File: src/eec_note_end.sv
// Spare unit: holds no logic of the bus controller

File: src/eec_pkg.sv
// Constants and types for the serial EEPROM bus controller
package eec_pkg;

  // ************************************************************
  // Timing
  // ************************************************************
  localparam int CLK_PERIOD_NS = 4;          // Core clock period
  localparam int SCL_PERIOD_NS = 2500;       // Bus clock period
  // Quarter of a bus clock in core cycles, rounded down
  localparam int QTR_CYC       = SCL_PERIOD_NS / (4 * CLK_PERIOD_NS);
  localparam int PROG_TIME_NS  = 20000000;   // Longest internal program
  localparam int PROG_CYC      = PROG_TIME_NS / CLK_PERIOD_NS;

  // ************************************************************
  // Protocol constants
  // ************************************************************
  localparam logic [4:0] DEV_FIXED    = 5'h14;  // 1010 then 0
  localparam logic [3:0] ACK_BIT      = 4'h8;   // Ninth bit slot
  localparam logic [3:0] RECOV_CLOCKS = 4'h9;   // Recovery clock count
  localparam logic [6:0] PAGE_LAST    = 7'h3F;  // Bytes in page less one
  localparam logic [1:0] PH_LAST      = 2'h3;
  localparam logic [1:0] PH_SAMPLE    = 2'h2;
  localparam logic [1:0] PH_SETUP     = 2'h1;
  localparam logic       DIR_READ     = 1'b1;
  localparam logic       DIR_WRITE    = 1'b0;

  // ************************************************************
  // Types
  // ************************************************************
  typedef enum logic [1:0] {
    OP_WRITE     = 2'h0,
    OP_READ_CUR  = 2'h1,
    OP_READ_RAND = 2'h2,
    OP_RECOVER   = 2'h3
  } eec_op_e;

  typedef enum logic [2:0] {
    K_DEV   = 3'h0,
    K_AHI   = 3'h1,
    K_ALO   = 3'h2,
    K_DATA  = 3'h3,
    K_RDEV  = 3'h4,
    K_RDATA = 3'h5,
    K_POLL  = 3'h6
  } eec_kind_e;

  typedef enum logic [6:0] {
    S_IDLE  = 7'h01,
    S_START = 7'h02,
    S_BYTE  = 7'h04,
    S_HOLD  = 7'h08,
    S_STOP  = 7'h10,
    S_RECOV = 7'h20,
    S_DONE  = 7'h40
  } eec_state_e;

  typedef struct packed {
    eec_op_e     op;
    logic [1:0]  strap;   // strap_select_hi, strap_select_lo
    logic [15:0] waddr;
    logic [6:0]  count;   // Bytes to move less one
  } eec_cmd_s;

  typedef struct packed {
    logic nack;
    logic timeout;
  } eec_status_s;

endpackage : eec_pkg

File: src/eec_ctrl.sv
// Bus controller that drives a two-wire serial EEPROM
// How it works
// - SDA data bits change only while SCL low
// - Start is SDA fall, SCL high
// - Recovery: up to nine clocks, then start once SDA is high, else timeout
// - Address word begins with fixed pattern
// - Eighth address bit selects read/write
// - Byte write: address, two bytes, data, stop
// - Page write up to 63 more bytes
// - Current read ends with nack, stop
// - Random read: dummy write, repeated start
// - Sequential read: ack continues, nack ends
module eec_ctrl
  import eec_pkg::*;
#(
  parameter int QTR_CYC_P  = QTR_CYC,
  parameter int PROG_CYC_P = PROG_CYC
) (
  input  wire logic        core_clk_i,
  input  wire logic        resetn_i,
  input  wire logic        cmd_valid_i,
  output logic             cmd_ready_o,
  input  wire eec_cmd_s    cmd_i,
  input  wire logic        wr_valid_i,
  output logic             wr_ready_o,
  input  wire logic [7:0]  wr_data_i,
  output logic             rd_valid_o,
  output logic [7:0]       rd_data_o,
  output logic             done_o,
  output eec_status_s      status_o,
  output logic             wp_o,
  output logic             scl_o,
  input  wire logic        sda_i,
  output logic             sda_o,
  output logic             sda_oe_n_o
);

  // ************************************************************
  // Elaboration checks and declarations
  // ************************************************************
  if (QTR_CYC_P < 2) begin : g_bad_qtr
    $error("QTR_CYC_P must be at least 2");
  end
  if (PROG_CYC_P < 2) begin : g_bad_prog
    $error("PROG_CYC_P must be at least 2");
  end

  localparam int QW = $clog2(QTR_CYC_P + 1);
  localparam int PW = $clog2(PROG_CYC_P + 1);
  localparam logic [QW-1:0] QTR_LOAD = QW'(QTR_CYC_P - 1);
  localparam logic [PW-1:0] PROG_END = PW'(PROG_CYC_P - 1);

  eec_state_e    state_reg;
  eec_kind_e     kind_reg;
  eec_cmd_s      cmd_reg;
  eec_status_s   stat_reg;
  logic [1:0]    phase_reg;
  logic [3:0]    bit_reg;
  logic [7:0]    shift_reg;
  logic [6:0]    cnt_reg;
  logic          samp_reg;
  logic          poll_reg;
  logic          rstart_reg;
  logic [QW-1:0] qcnt_reg;
  logic [PW-1:0] tmo_reg;
  logic          tmo_hit_reg;
  logic          sda_s;
  logic          tick;
  logic          scl_next;
  logic          rel_next;
  logic          tx_bit;
  logic          ack_ok;

  // ************************************************************
  // Pin input and quarter-bit timer
  // ************************************************************
  eec_sync #(.W(1), .RST_VAL(1'b1)) u_sda_sync (
    .core_clk_i (core_clk_i),
    .resetn_i   (resetn_i),
    .async_i    (sda_i),
    .sync_o     (sda_s)
  );

  assign tick = (qcnt_reg == '0);

  // Free-running quarter period divider makes the bus clock
  always_ff @(posedge core_clk_i or negedge resetn_i) begin
    if (!resetn_i) begin
      qcnt_reg <= '0;
    end else begin
      qcnt_reg <= tick ? QTR_LOAD : qcnt_reg - QW'(1);
    end
  end

  // Bound on acknowledge polling while the device programs
  always_ff @(posedge core_clk_i or negedge resetn_i) begin
    if (!resetn_i) begin
      tmo_reg     <= '0;
      tmo_hit_reg <= 1'b0;
    end else if (!poll_reg) begin
      tmo_reg     <= '0;
      tmo_hit_reg <= 1'b0;
    end else if (tmo_reg == PROG_END) begin
      tmo_hit_reg <= 1'b1;
    end else begin
      tmo_reg <= tmo_reg + PW'(1);
    end
  end

  // ************************************************************
  // Pin levels per state and quarter
  // ************************************************************
  // Bit value: data MSB first, ack slot released on send,
  // acknowledged on read unless this is the last byte
  assign tx_bit = (bit_reg != ACK_BIT) ?
                  ((kind_reg == K_RDATA) ? 1'b1 : shift_reg[7]) :
                  ((kind_reg == K_RDATA) ? (cnt_reg == '0) : 1'b1);

  // Bits move SDA in quarter 1, a quarter after SCL falls; start and stop preset it in quarter 1 and move it in quarter 3
  always_comb begin
    scl_next = 1'b1;
    rel_next = sda_oe_n_o;
    case (state_reg)
      S_START: begin
        scl_next = phase_reg[1];
        if (phase_reg == PH_SETUP) rel_next = 1'b1;
        if (phase_reg == PH_LAST)  rel_next = 1'b0;
      end
      S_STOP: begin
        scl_next = phase_reg[1];
        if (phase_reg == PH_SETUP) rel_next = 1'b0;
        if (phase_reg == PH_LAST)  rel_next = 1'b1;
      end
      S_BYTE: begin
        scl_next = phase_reg[1];
        if (phase_reg == PH_SETUP) rel_next = tx_bit;
      end
      S_RECOV: begin
        scl_next = phase_reg[1];
        rel_next = 1'b1;
      end
      S_HOLD: begin
        scl_next = 1'b0;
      end
      default: begin
        scl_next = 1'b1;
        rel_next = 1'b1;
      end
    endcase
  end

  // Registered pin drive; SDA is open drain, low when enabled
  always_ff @(posedge core_clk_i or negedge resetn_i) begin
    if (!resetn_i) begin
      scl_o      <= 1'b1;
      sda_oe_n_o <= 1'b1;
      sda_o      <= 1'b0;
      wp_o       <= 1'b1;
    end else begin
      scl_o      <= scl_next;
      sda_oe_n_o <= rel_next;
      sda_o      <= 1'b0;
      wp_o       <= !(state_reg != S_IDLE && cmd_reg.op == OP_WRITE);
    end
  end

  // ************************************************************
  // Transfer sequencer
  // ************************************************************
  assign ack_ok      = !samp_reg;
  assign cmd_ready_o = (state_reg == S_IDLE);
  assign wr_ready_o  = (state_reg == S_HOLD);
  assign status_o    = stat_reg;

  always_ff @(posedge core_clk_i or negedge resetn_i) begin
    if (!resetn_i) begin
      state_reg  <= S_IDLE;
      kind_reg   <= K_DEV;
      cmd_reg    <= '0;
      stat_reg   <= '0;
      phase_reg  <= '0;
      bit_reg    <= '0;
      shift_reg  <= '0;
      cnt_reg    <= '0;
      samp_reg   <= 1'b1;
      poll_reg   <= 1'b0;
      rstart_reg <= 1'b0;
      rd_valid_o <= 1'b0;
      rd_data_o  <= '0;
      done_o     <= 1'b0;
    end else begin
      rd_valid_o <= 1'b0;
      done_o     <= 1'b0;
      if (tick && state_reg != S_IDLE && state_reg != S_HOLD &&
          state_reg != S_DONE) begin
        phase_reg <= phase_reg + 2'h1;
        if (phase_reg == PH_SAMPLE) samp_reg <= sda_s;
      end
      case (state_reg)
        S_IDLE: if (cmd_valid_i) begin
          cmd_reg    <= cmd_i;
          cnt_reg    <= (cmd_i.op == OP_WRITE) ?
                        (cmd_i.count & PAGE_LAST) : cmd_i.count;
          stat_reg   <= '0;
          poll_reg   <= 1'b0;
          rstart_reg <= 1'b0;
          phase_reg  <= '0;
          bit_reg    <= '0;
          state_reg  <= (cmd_i.op == OP_RECOVER) ? S_RECOV : S_START;
        end
        S_START: if (tick && phase_reg == PH_LAST) begin
          bit_reg   <= '0;
          state_reg <= S_BYTE;
          if (cmd_reg.op == OP_RECOVER) begin
            state_reg <= S_STOP;
          end else if (poll_reg) begin
            kind_reg  <= K_POLL;
            shift_reg <= {DEV_FIXED, cmd_reg.strap, DIR_WRITE};
          end else if (cmd_reg.op == OP_READ_CUR || rstart_reg) begin
            kind_reg  <= K_RDEV;
            shift_reg <= {DEV_FIXED, cmd_reg.strap, DIR_READ};
          end else begin
            kind_reg  <= K_DEV;
            shift_reg <= {DEV_FIXED, cmd_reg.strap, DIR_WRITE};
          end
        end
        S_BYTE: if (tick && phase_reg == PH_LAST) begin
          if (bit_reg != ACK_BIT) begin
            shift_reg <= {shift_reg[6:0], samp_reg};
            bit_reg   <= bit_reg + 4'h1;
          end else begin
            bit_reg <= '0;
            case (kind_reg)
              K_DEV, K_AHI, K_ALO, K_DATA, K_RDEV: begin
                if (!ack_ok) begin
                  stat_reg.nack <= 1'b1;
                  state_reg     <= S_STOP;
                end else if (kind_reg == K_DEV) begin
                  kind_reg  <= K_AHI;
                  shift_reg <= cmd_reg.waddr[15:8];
                end else if (kind_reg == K_AHI) begin
                  kind_reg  <= K_ALO;
                  shift_reg <= cmd_reg.waddr[7:0];
                end else if (kind_reg == K_ALO) begin
                  if (cmd_reg.op == OP_READ_RAND) begin
                    rstart_reg <= 1'b1;
                    state_reg  <= S_START;
                  end else begin
                    kind_reg  <= K_DATA;
                    state_reg <= S_HOLD;
                  end
                end else if (kind_reg == K_DATA) begin
                  if (cnt_reg == '0) begin
                    poll_reg  <= 1'b1;
                    state_reg <= S_STOP;
                  end else begin
                    cnt_reg   <= cnt_reg - 7'h1;
                    state_reg <= S_HOLD;
                  end
                end else begin
                  kind_reg <= K_RDATA;
                end
              end
              K_RDATA: begin
                rd_data_o  <= shift_reg;
                rd_valid_o <= 1'b1;
                if (cnt_reg == '0) begin
                  state_reg <= S_STOP;
                end else begin
                  cnt_reg <= cnt_reg - 7'h1;
                end
              end
              default: begin
                if (ack_ok) poll_reg <= 1'b0;
                state_reg <= S_STOP;
              end
            endcase
          end
        end
        S_HOLD: if (wr_valid_i) begin
          shift_reg <= wr_data_i;
          bit_reg   <= '0;
          phase_reg <= '0;
          state_reg <= S_BYTE;
        end
        S_STOP: if (tick && phase_reg == PH_LAST) begin
          if (poll_reg && !tmo_hit_reg) begin
            state_reg <= S_START;
          end else begin
            stat_reg.timeout <= poll_reg;
            poll_reg         <= 1'b0;
            state_reg        <= S_DONE;
          end
        end
        S_RECOV: if (tick && phase_reg == PH_LAST) begin
          bit_reg <= bit_reg + 4'h1;
          if (samp_reg) begin
            state_reg <= S_START;
          end else if (bit_reg == RECOV_CLOCKS - 4'h1) begin
            stat_reg.timeout <= 1'b1;
            state_reg        <= S_DONE;
          end
        end
        S_DONE: begin
          done_o    <= 1'b1;
          state_reg <= S_IDLE;
        end
        default: state_reg <= S_IDLE;
      endcase
    end
  end

  // ************************************************************
  // Assertions
  // ************************************************************
  AST_SDA_STEADY_HIGH: assert property (@(posedge core_clk_i)
    disable iff (!resetn_i)
    (scl_o && $past(scl_o) && state_reg == S_BYTE &&
     $past(state_reg) == S_BYTE) |-> $stable(sda_oe_n_o))
    else $error("SDA moved while SCL high in a byte");
  AST_RISE_ONLY_STOP: assert property (@(posedge core_clk_i)
    disable iff (!resetn_i)
    ($rose(sda_oe_n_o) && scl_o) |-> $past(state_reg) == S_STOP)
    else $error("SDA rose with SCL high outside stop");
  AST_FALL_ONLY_START: assert property (@(posedge core_clk_i)
    disable iff (!resetn_i)
    ($fell(sda_oe_n_o) && scl_o) |-> $past(state_reg) == S_START)
    else $error("SDA fell with SCL high outside start");
  AST_RECOV_NINE: assert property (@(posedge core_clk_i)
    disable iff (!resetn_i)
    state_reg == S_RECOV |-> bit_reg < RECOV_CLOCKS)
    else $error("Recovery ran past nine clocks");
  AST_DEV_PATTERN: assert property (@(posedge core_clk_i)
    disable iff (!resetn_i)
    (state_reg == S_BYTE && bit_reg == '0 &&
     (kind_reg == K_DEV || kind_reg == K_RDEV || kind_reg == K_POLL))
    |-> shift_reg[7:1] == {DEV_FIXED, cmd_reg.strap})
    else $error("Device address word has wrong fixed part");
  AST_DIR_BIT: assert property (@(posedge core_clk_i)
    disable iff (!resetn_i)
    (state_reg == S_BYTE && bit_reg == '0 && kind_reg != K_DATA &&
     kind_reg != K_AHI && kind_reg != K_ALO && kind_reg != K_RDATA)
    |-> shift_reg[0] == (kind_reg == K_RDEV))
    else $error("Direction bit does not match operation");
  AST_STOP_AFTER_LAST: assert property (@(posedge core_clk_i)
    disable iff (!resetn_i)
    ($past(state_reg) == S_BYTE && $past(kind_reg) == K_DATA &&
     $past(cnt_reg) == '0 && state_reg != S_BYTE)
    |-> state_reg == S_STOP)
    else $error("Last written byte not followed by stop");
  AST_PAGE_BOUND: assert property (@(posedge core_clk_i)
    disable iff (!resetn_i)
    state_reg == S_HOLD |-> (cnt_reg <= PAGE_LAST &&
                             cmd_reg.op == OP_WRITE))
    else $error("Page write longer than one page");
  AST_NACK_LAST: assert property (@(posedge core_clk_i)
    disable iff (!resetn_i)
    (state_reg == S_BYTE && kind_reg == K_RDATA && bit_reg == ACK_BIT &&
     cnt_reg == '0 && phase_reg[1]) |-> sda_oe_n_o)
    else $error("Last read byte was acknowledged");
  AST_ACK_MORE: assert property (@(posedge core_clk_i)
    disable iff (!resetn_i)
    (state_reg == S_BYTE && kind_reg == K_RDATA && bit_reg == ACK_BIT &&
     cnt_reg != '0 && phase_reg[1]) |-> !sda_oe_n_o)
    else $error("Read byte with more to come not acknowledged");
  AST_RSTART_AFTER_ADDR: assert property (@(posedge core_clk_i)
    disable iff (!resetn_i)
    $rose(rstart_reg) |-> (state_reg == S_START &&
                           $past(kind_reg) == K_ALO))
    else $error("Repeated start not after word address");

endmodule : eec_ctrl

File: src/eec_sync.sv
// Two flip-flop synchroniser for pin inputs
module eec_sync
  import eec_pkg::*;
#(
  parameter int         W       = 1,
  parameter logic [W-1:0] RST_VAL = '1
) (
  input  wire logic         core_clk_i,
  input  wire logic         resetn_i,
  input  wire logic [W-1:0] async_i,
  output logic      [W-1:0] sync_o
);

  logic [W-1:0] meta_reg;

  // First stage feeds only the second
  always_ff @(posedge core_clk_i or negedge resetn_i) begin
    if (!resetn_i) begin
      meta_reg <= RST_VAL;
      sync_o   <= RST_VAL;
    end else begin
      meta_reg <= async_i;
      sync_o   <= meta_reg;
    end
  end

endmodule : eec_sync

File: config.mk
export PLATFORM = sky130hd
export DESIGN_NAME = eec_ctrl
export DESIGN_NICKNAME = d
export VERILOG_FILES = /design/src/eec_note_end.sv /design/src/eec_pkg.sv /design/src/eec_ctrl.sv /design/src/eec_sync.sv
export SDC_FILE = /design/constraint.sdc
export NUM_CORES = 1
export LEC_CHECK = 0
export BUFFER_PORTS_ARGS = -buffer_cell sky130_fd_sc_hd__buf_4
export CAP_MARGIN = 20
export CORE_MARGIN = 4
export CORE_UTILIZATION = 62
export CTS_BUF_LIST = sky130_fd_sc_hd__clkbuf_4
export DETAILED_ROUTE_END_ITERATION = 10
export PLACE_DENSITY = 0.84
export SYNTH_ARGS = -nofsm -noshare
export SYNTH_HDL_FRONTEND = slang
export SYNTH_SLANG_ARGS = --single-unit
export TNS_END_PERCENT = 50
File: constraint.sdc
create_clock -name core_clk_i -period 3.46 [get_ports core_clk_i]
set_input_delay 0.692 -clock core_clk_i [delete_from_list [all_inputs] [get_ports core_clk_i]]
set_output_delay 0.692 -clock core_clk_i [all_outputs]
set_load 0.05 [all_outputs]
==> metrics <==
status finished, final reports clean; Setup TNS Final 0 ps; num rows 34; IO Pins 58; dpl ws 877 ps; Setup Viol. Count Final 0; DR vias 4,632; width of the die 103 um; Netlist Area Pre-Place 5570 um^2; antenna diode instance count 0; Initial DRT Pass Iterations 6; fin cells 747; vias per inst 6.20; DRC viols 0; CP Data Arrival Time 2290 ps; CTS resizes 0; clock tree sinks 103; Worst Skew 12.3 ps; max reg flops 23; Multi-input gate area 2810 um^2; share of layout cells above drive strength 1 0.167; DR WL/cell 17.2 um; Peak VDD IR 385 uV; Yosys top cell by area dfrtp_1; area share of the largest cell type after synthesis 0.431; DP Wirelength 9.33 mm; total grt overflow 0; P_sw 0.00141 W; largest net degree at the start of global routing 53; input/output buffers 56; total CTS buffers 9; min setup slack post-route 482 ps; slew margin rel. 0.439; Area growth syn-to-layout 11.6%; Max Cap Viol 0; Cell Int Power 0.00222 W; Static Leak 2.97 nW; vias in the first global route 4,515; Synth top cells by count nand2_1, dfrtp_1, nor2_1; critical path peak fanout 12; Fillers 657; Post-Synth XOR/XNOR Area 0.0409; flops & latches, synth 103; Worst R2R Start bit_reg[0]; largest family of logic cells by synthesized area simple AND/OR/NAND/NOR gates; Netlist cell types 70; Slew Viols, Final 0; Post-DRT Antenna Nets 0; reg2reg end rd_data_o[1]; Least-Margin Pin Slew 841 ps; FF/Latch Area 2590 um^2; Reg2Reg Depth 6; Die ar. 10,600 um^2; Die Y 103 um; switching share of total power 0.388; hold_buf cts 0; # placed instances 731; Power, Total 0.00363 W; Bufs on Longest Clock Path 2; Post-synth EDFFs 0; Req. time, crit path 2770 ps; most common cell in the netlist nand2_1; H-tree depth 3; Power Dens Cells 584 nW/um^2; Final Hold Fails 0; total global-route track usage 0.259; asr flop ratio synth 1.00; Main synth FF type dfrtp_1; Clk pin slew, worst setup/hold paths 160 ps; Peak Freq 336 MHz; DR iter-0 viols 406; proportion of synthesized area in mux cells 0.0539; power share of the combinational group 0.358; final WL 12.9 mm; Synth area leaders dfrtp_1, nand2_1, dfstp_2; Critical Path Start Type flip-flop; worst min-delay path class in -> async; Placer Congestion 0.939; final core occ 0.713; clock period minus worst slack 2980 ps; sequential cell fraction of total power 0.450; initial antenna violation count 0; Nets 684; WS Path Type reg -> out; postcts setup bufs 0; start point of the critical path state_reg[6]; clock latency on the worst-skew pair 450 ps; syn_area_per_cell 9.51 um^2; Final Cycle Share 0.861; initial core utilization 0.639; CTS tree yes; first-pass GRT wire length 21.6 mm; Synth Area in Compound Gates 0.130; clock root buffer clkbuf_4; unrepaired setup endpoints after global routing false; Post-Syn Instances 586; Synth Area in Adders 0.0225; R2R Setup Slk 810 ps; CP Capture Type output pin; simple-gate share of the synthesized area 0.257; Clock Power Share 0.192; crit path capture wr_ready_o; yosys warns 0; register area share after synthesis 0.464; core area 8720 um^2; syn_nets 636
## logic make-up (layout without fill, tap and decap cells)
family	Yosys count	after routing
mux	28	28
compound gates	110	110
fa+ha+maj	10	10
buf+inv	41	94
xor+xnor	26	26
other cells	1	1
simple gates	267	267
flops	103	103
## how the worst min path moves through the flow
stage | start | to | slack, ps | cells past startpoint
2_1_floorplan | u_sda_sync.meta_reg | u_sda_sync.sync_o | 350 | 0
3_3_place_gp | u_sda_sync.meta_reg | u_sda_sync.sync_o | 350 | 0
3_5_place_dp | u_sda_sync.meta_reg | u_sda_sync.sync_o | 350 | 0
4_1_cts | resetn_i | tmo_reg[10] | 280 | 1
5_1_grt | resetn_i | tmo_reg[10] | 290 | 1
6_report | resetn_i | tmo_reg[10] | 260 | 1
## critical path, cell delays in order (launching register included)
cell,delay (ps)
dfrtp_1,500
nor3_4,360
nand2_1,140
or2_1,380
inv_2,230
buf_4,240
## layer usage
| metal | GRT usage | vias to the layer above | wire [um] |
|---|---|---|---|
| li1 | - | 2160 | - |
| met1 | 0.352 | 2227 | 5430 |
| met2 | 0.411 | 209 | 6130 |
| met3 | 0.0589 | 36 | 1020 |
| met4 | 0.0906 | 0 | 282 |
| met5 | 0 | - | 0 |
## cells in the final DEF (no fill, tap or decap), types with 11 or more instances in the layout
master   count
nand2_1    109
dfrtp_1     96
buf_4       60
nor2_1      34
a21oi_1     29
and2_1      21
nand3_1     20
o21ai_0     20
inv_1       16
xnor2_1     14
xor2_1      12
mux2i_1     12
nor3_1      11
mux2_1      11
## power groups by stage
stage	Clock, W	Combinational (W)	Sequential [W]
global placement	0	0.00124	0.00164
finish	0.000697	0.00130	0.00163
floorplan	0	0.000937	0.00164
CTS	0.000711	0.00129	0.00163
detailed placement	0	0.00128	0.00165
global route	0.000758	0.00144	0.00166
## final cells by class
type	instances	share of cell area
flip-flops and latches	103	0.416
clock inverters	7	0.0153
repair buffers	60	0.0725
clock buffers	9	0.0109
well taps	108	0.0217
inverters	18	0.0109
multi-input cells	442	0.453
## per-stage QoR
| step | cell area (um^2) | hold WS (ps) |
|---|---|---|
| final | 6220 | 261 |
| after global routing | 6220 | 287 |
| after CTS | 6220 | 276 |
| after detailed placement | 6050 | 347 |
| after global placement | 6050 | 347 |
| after floorplan | 5570 | 345 |
(Power assumes the default switching activity.)
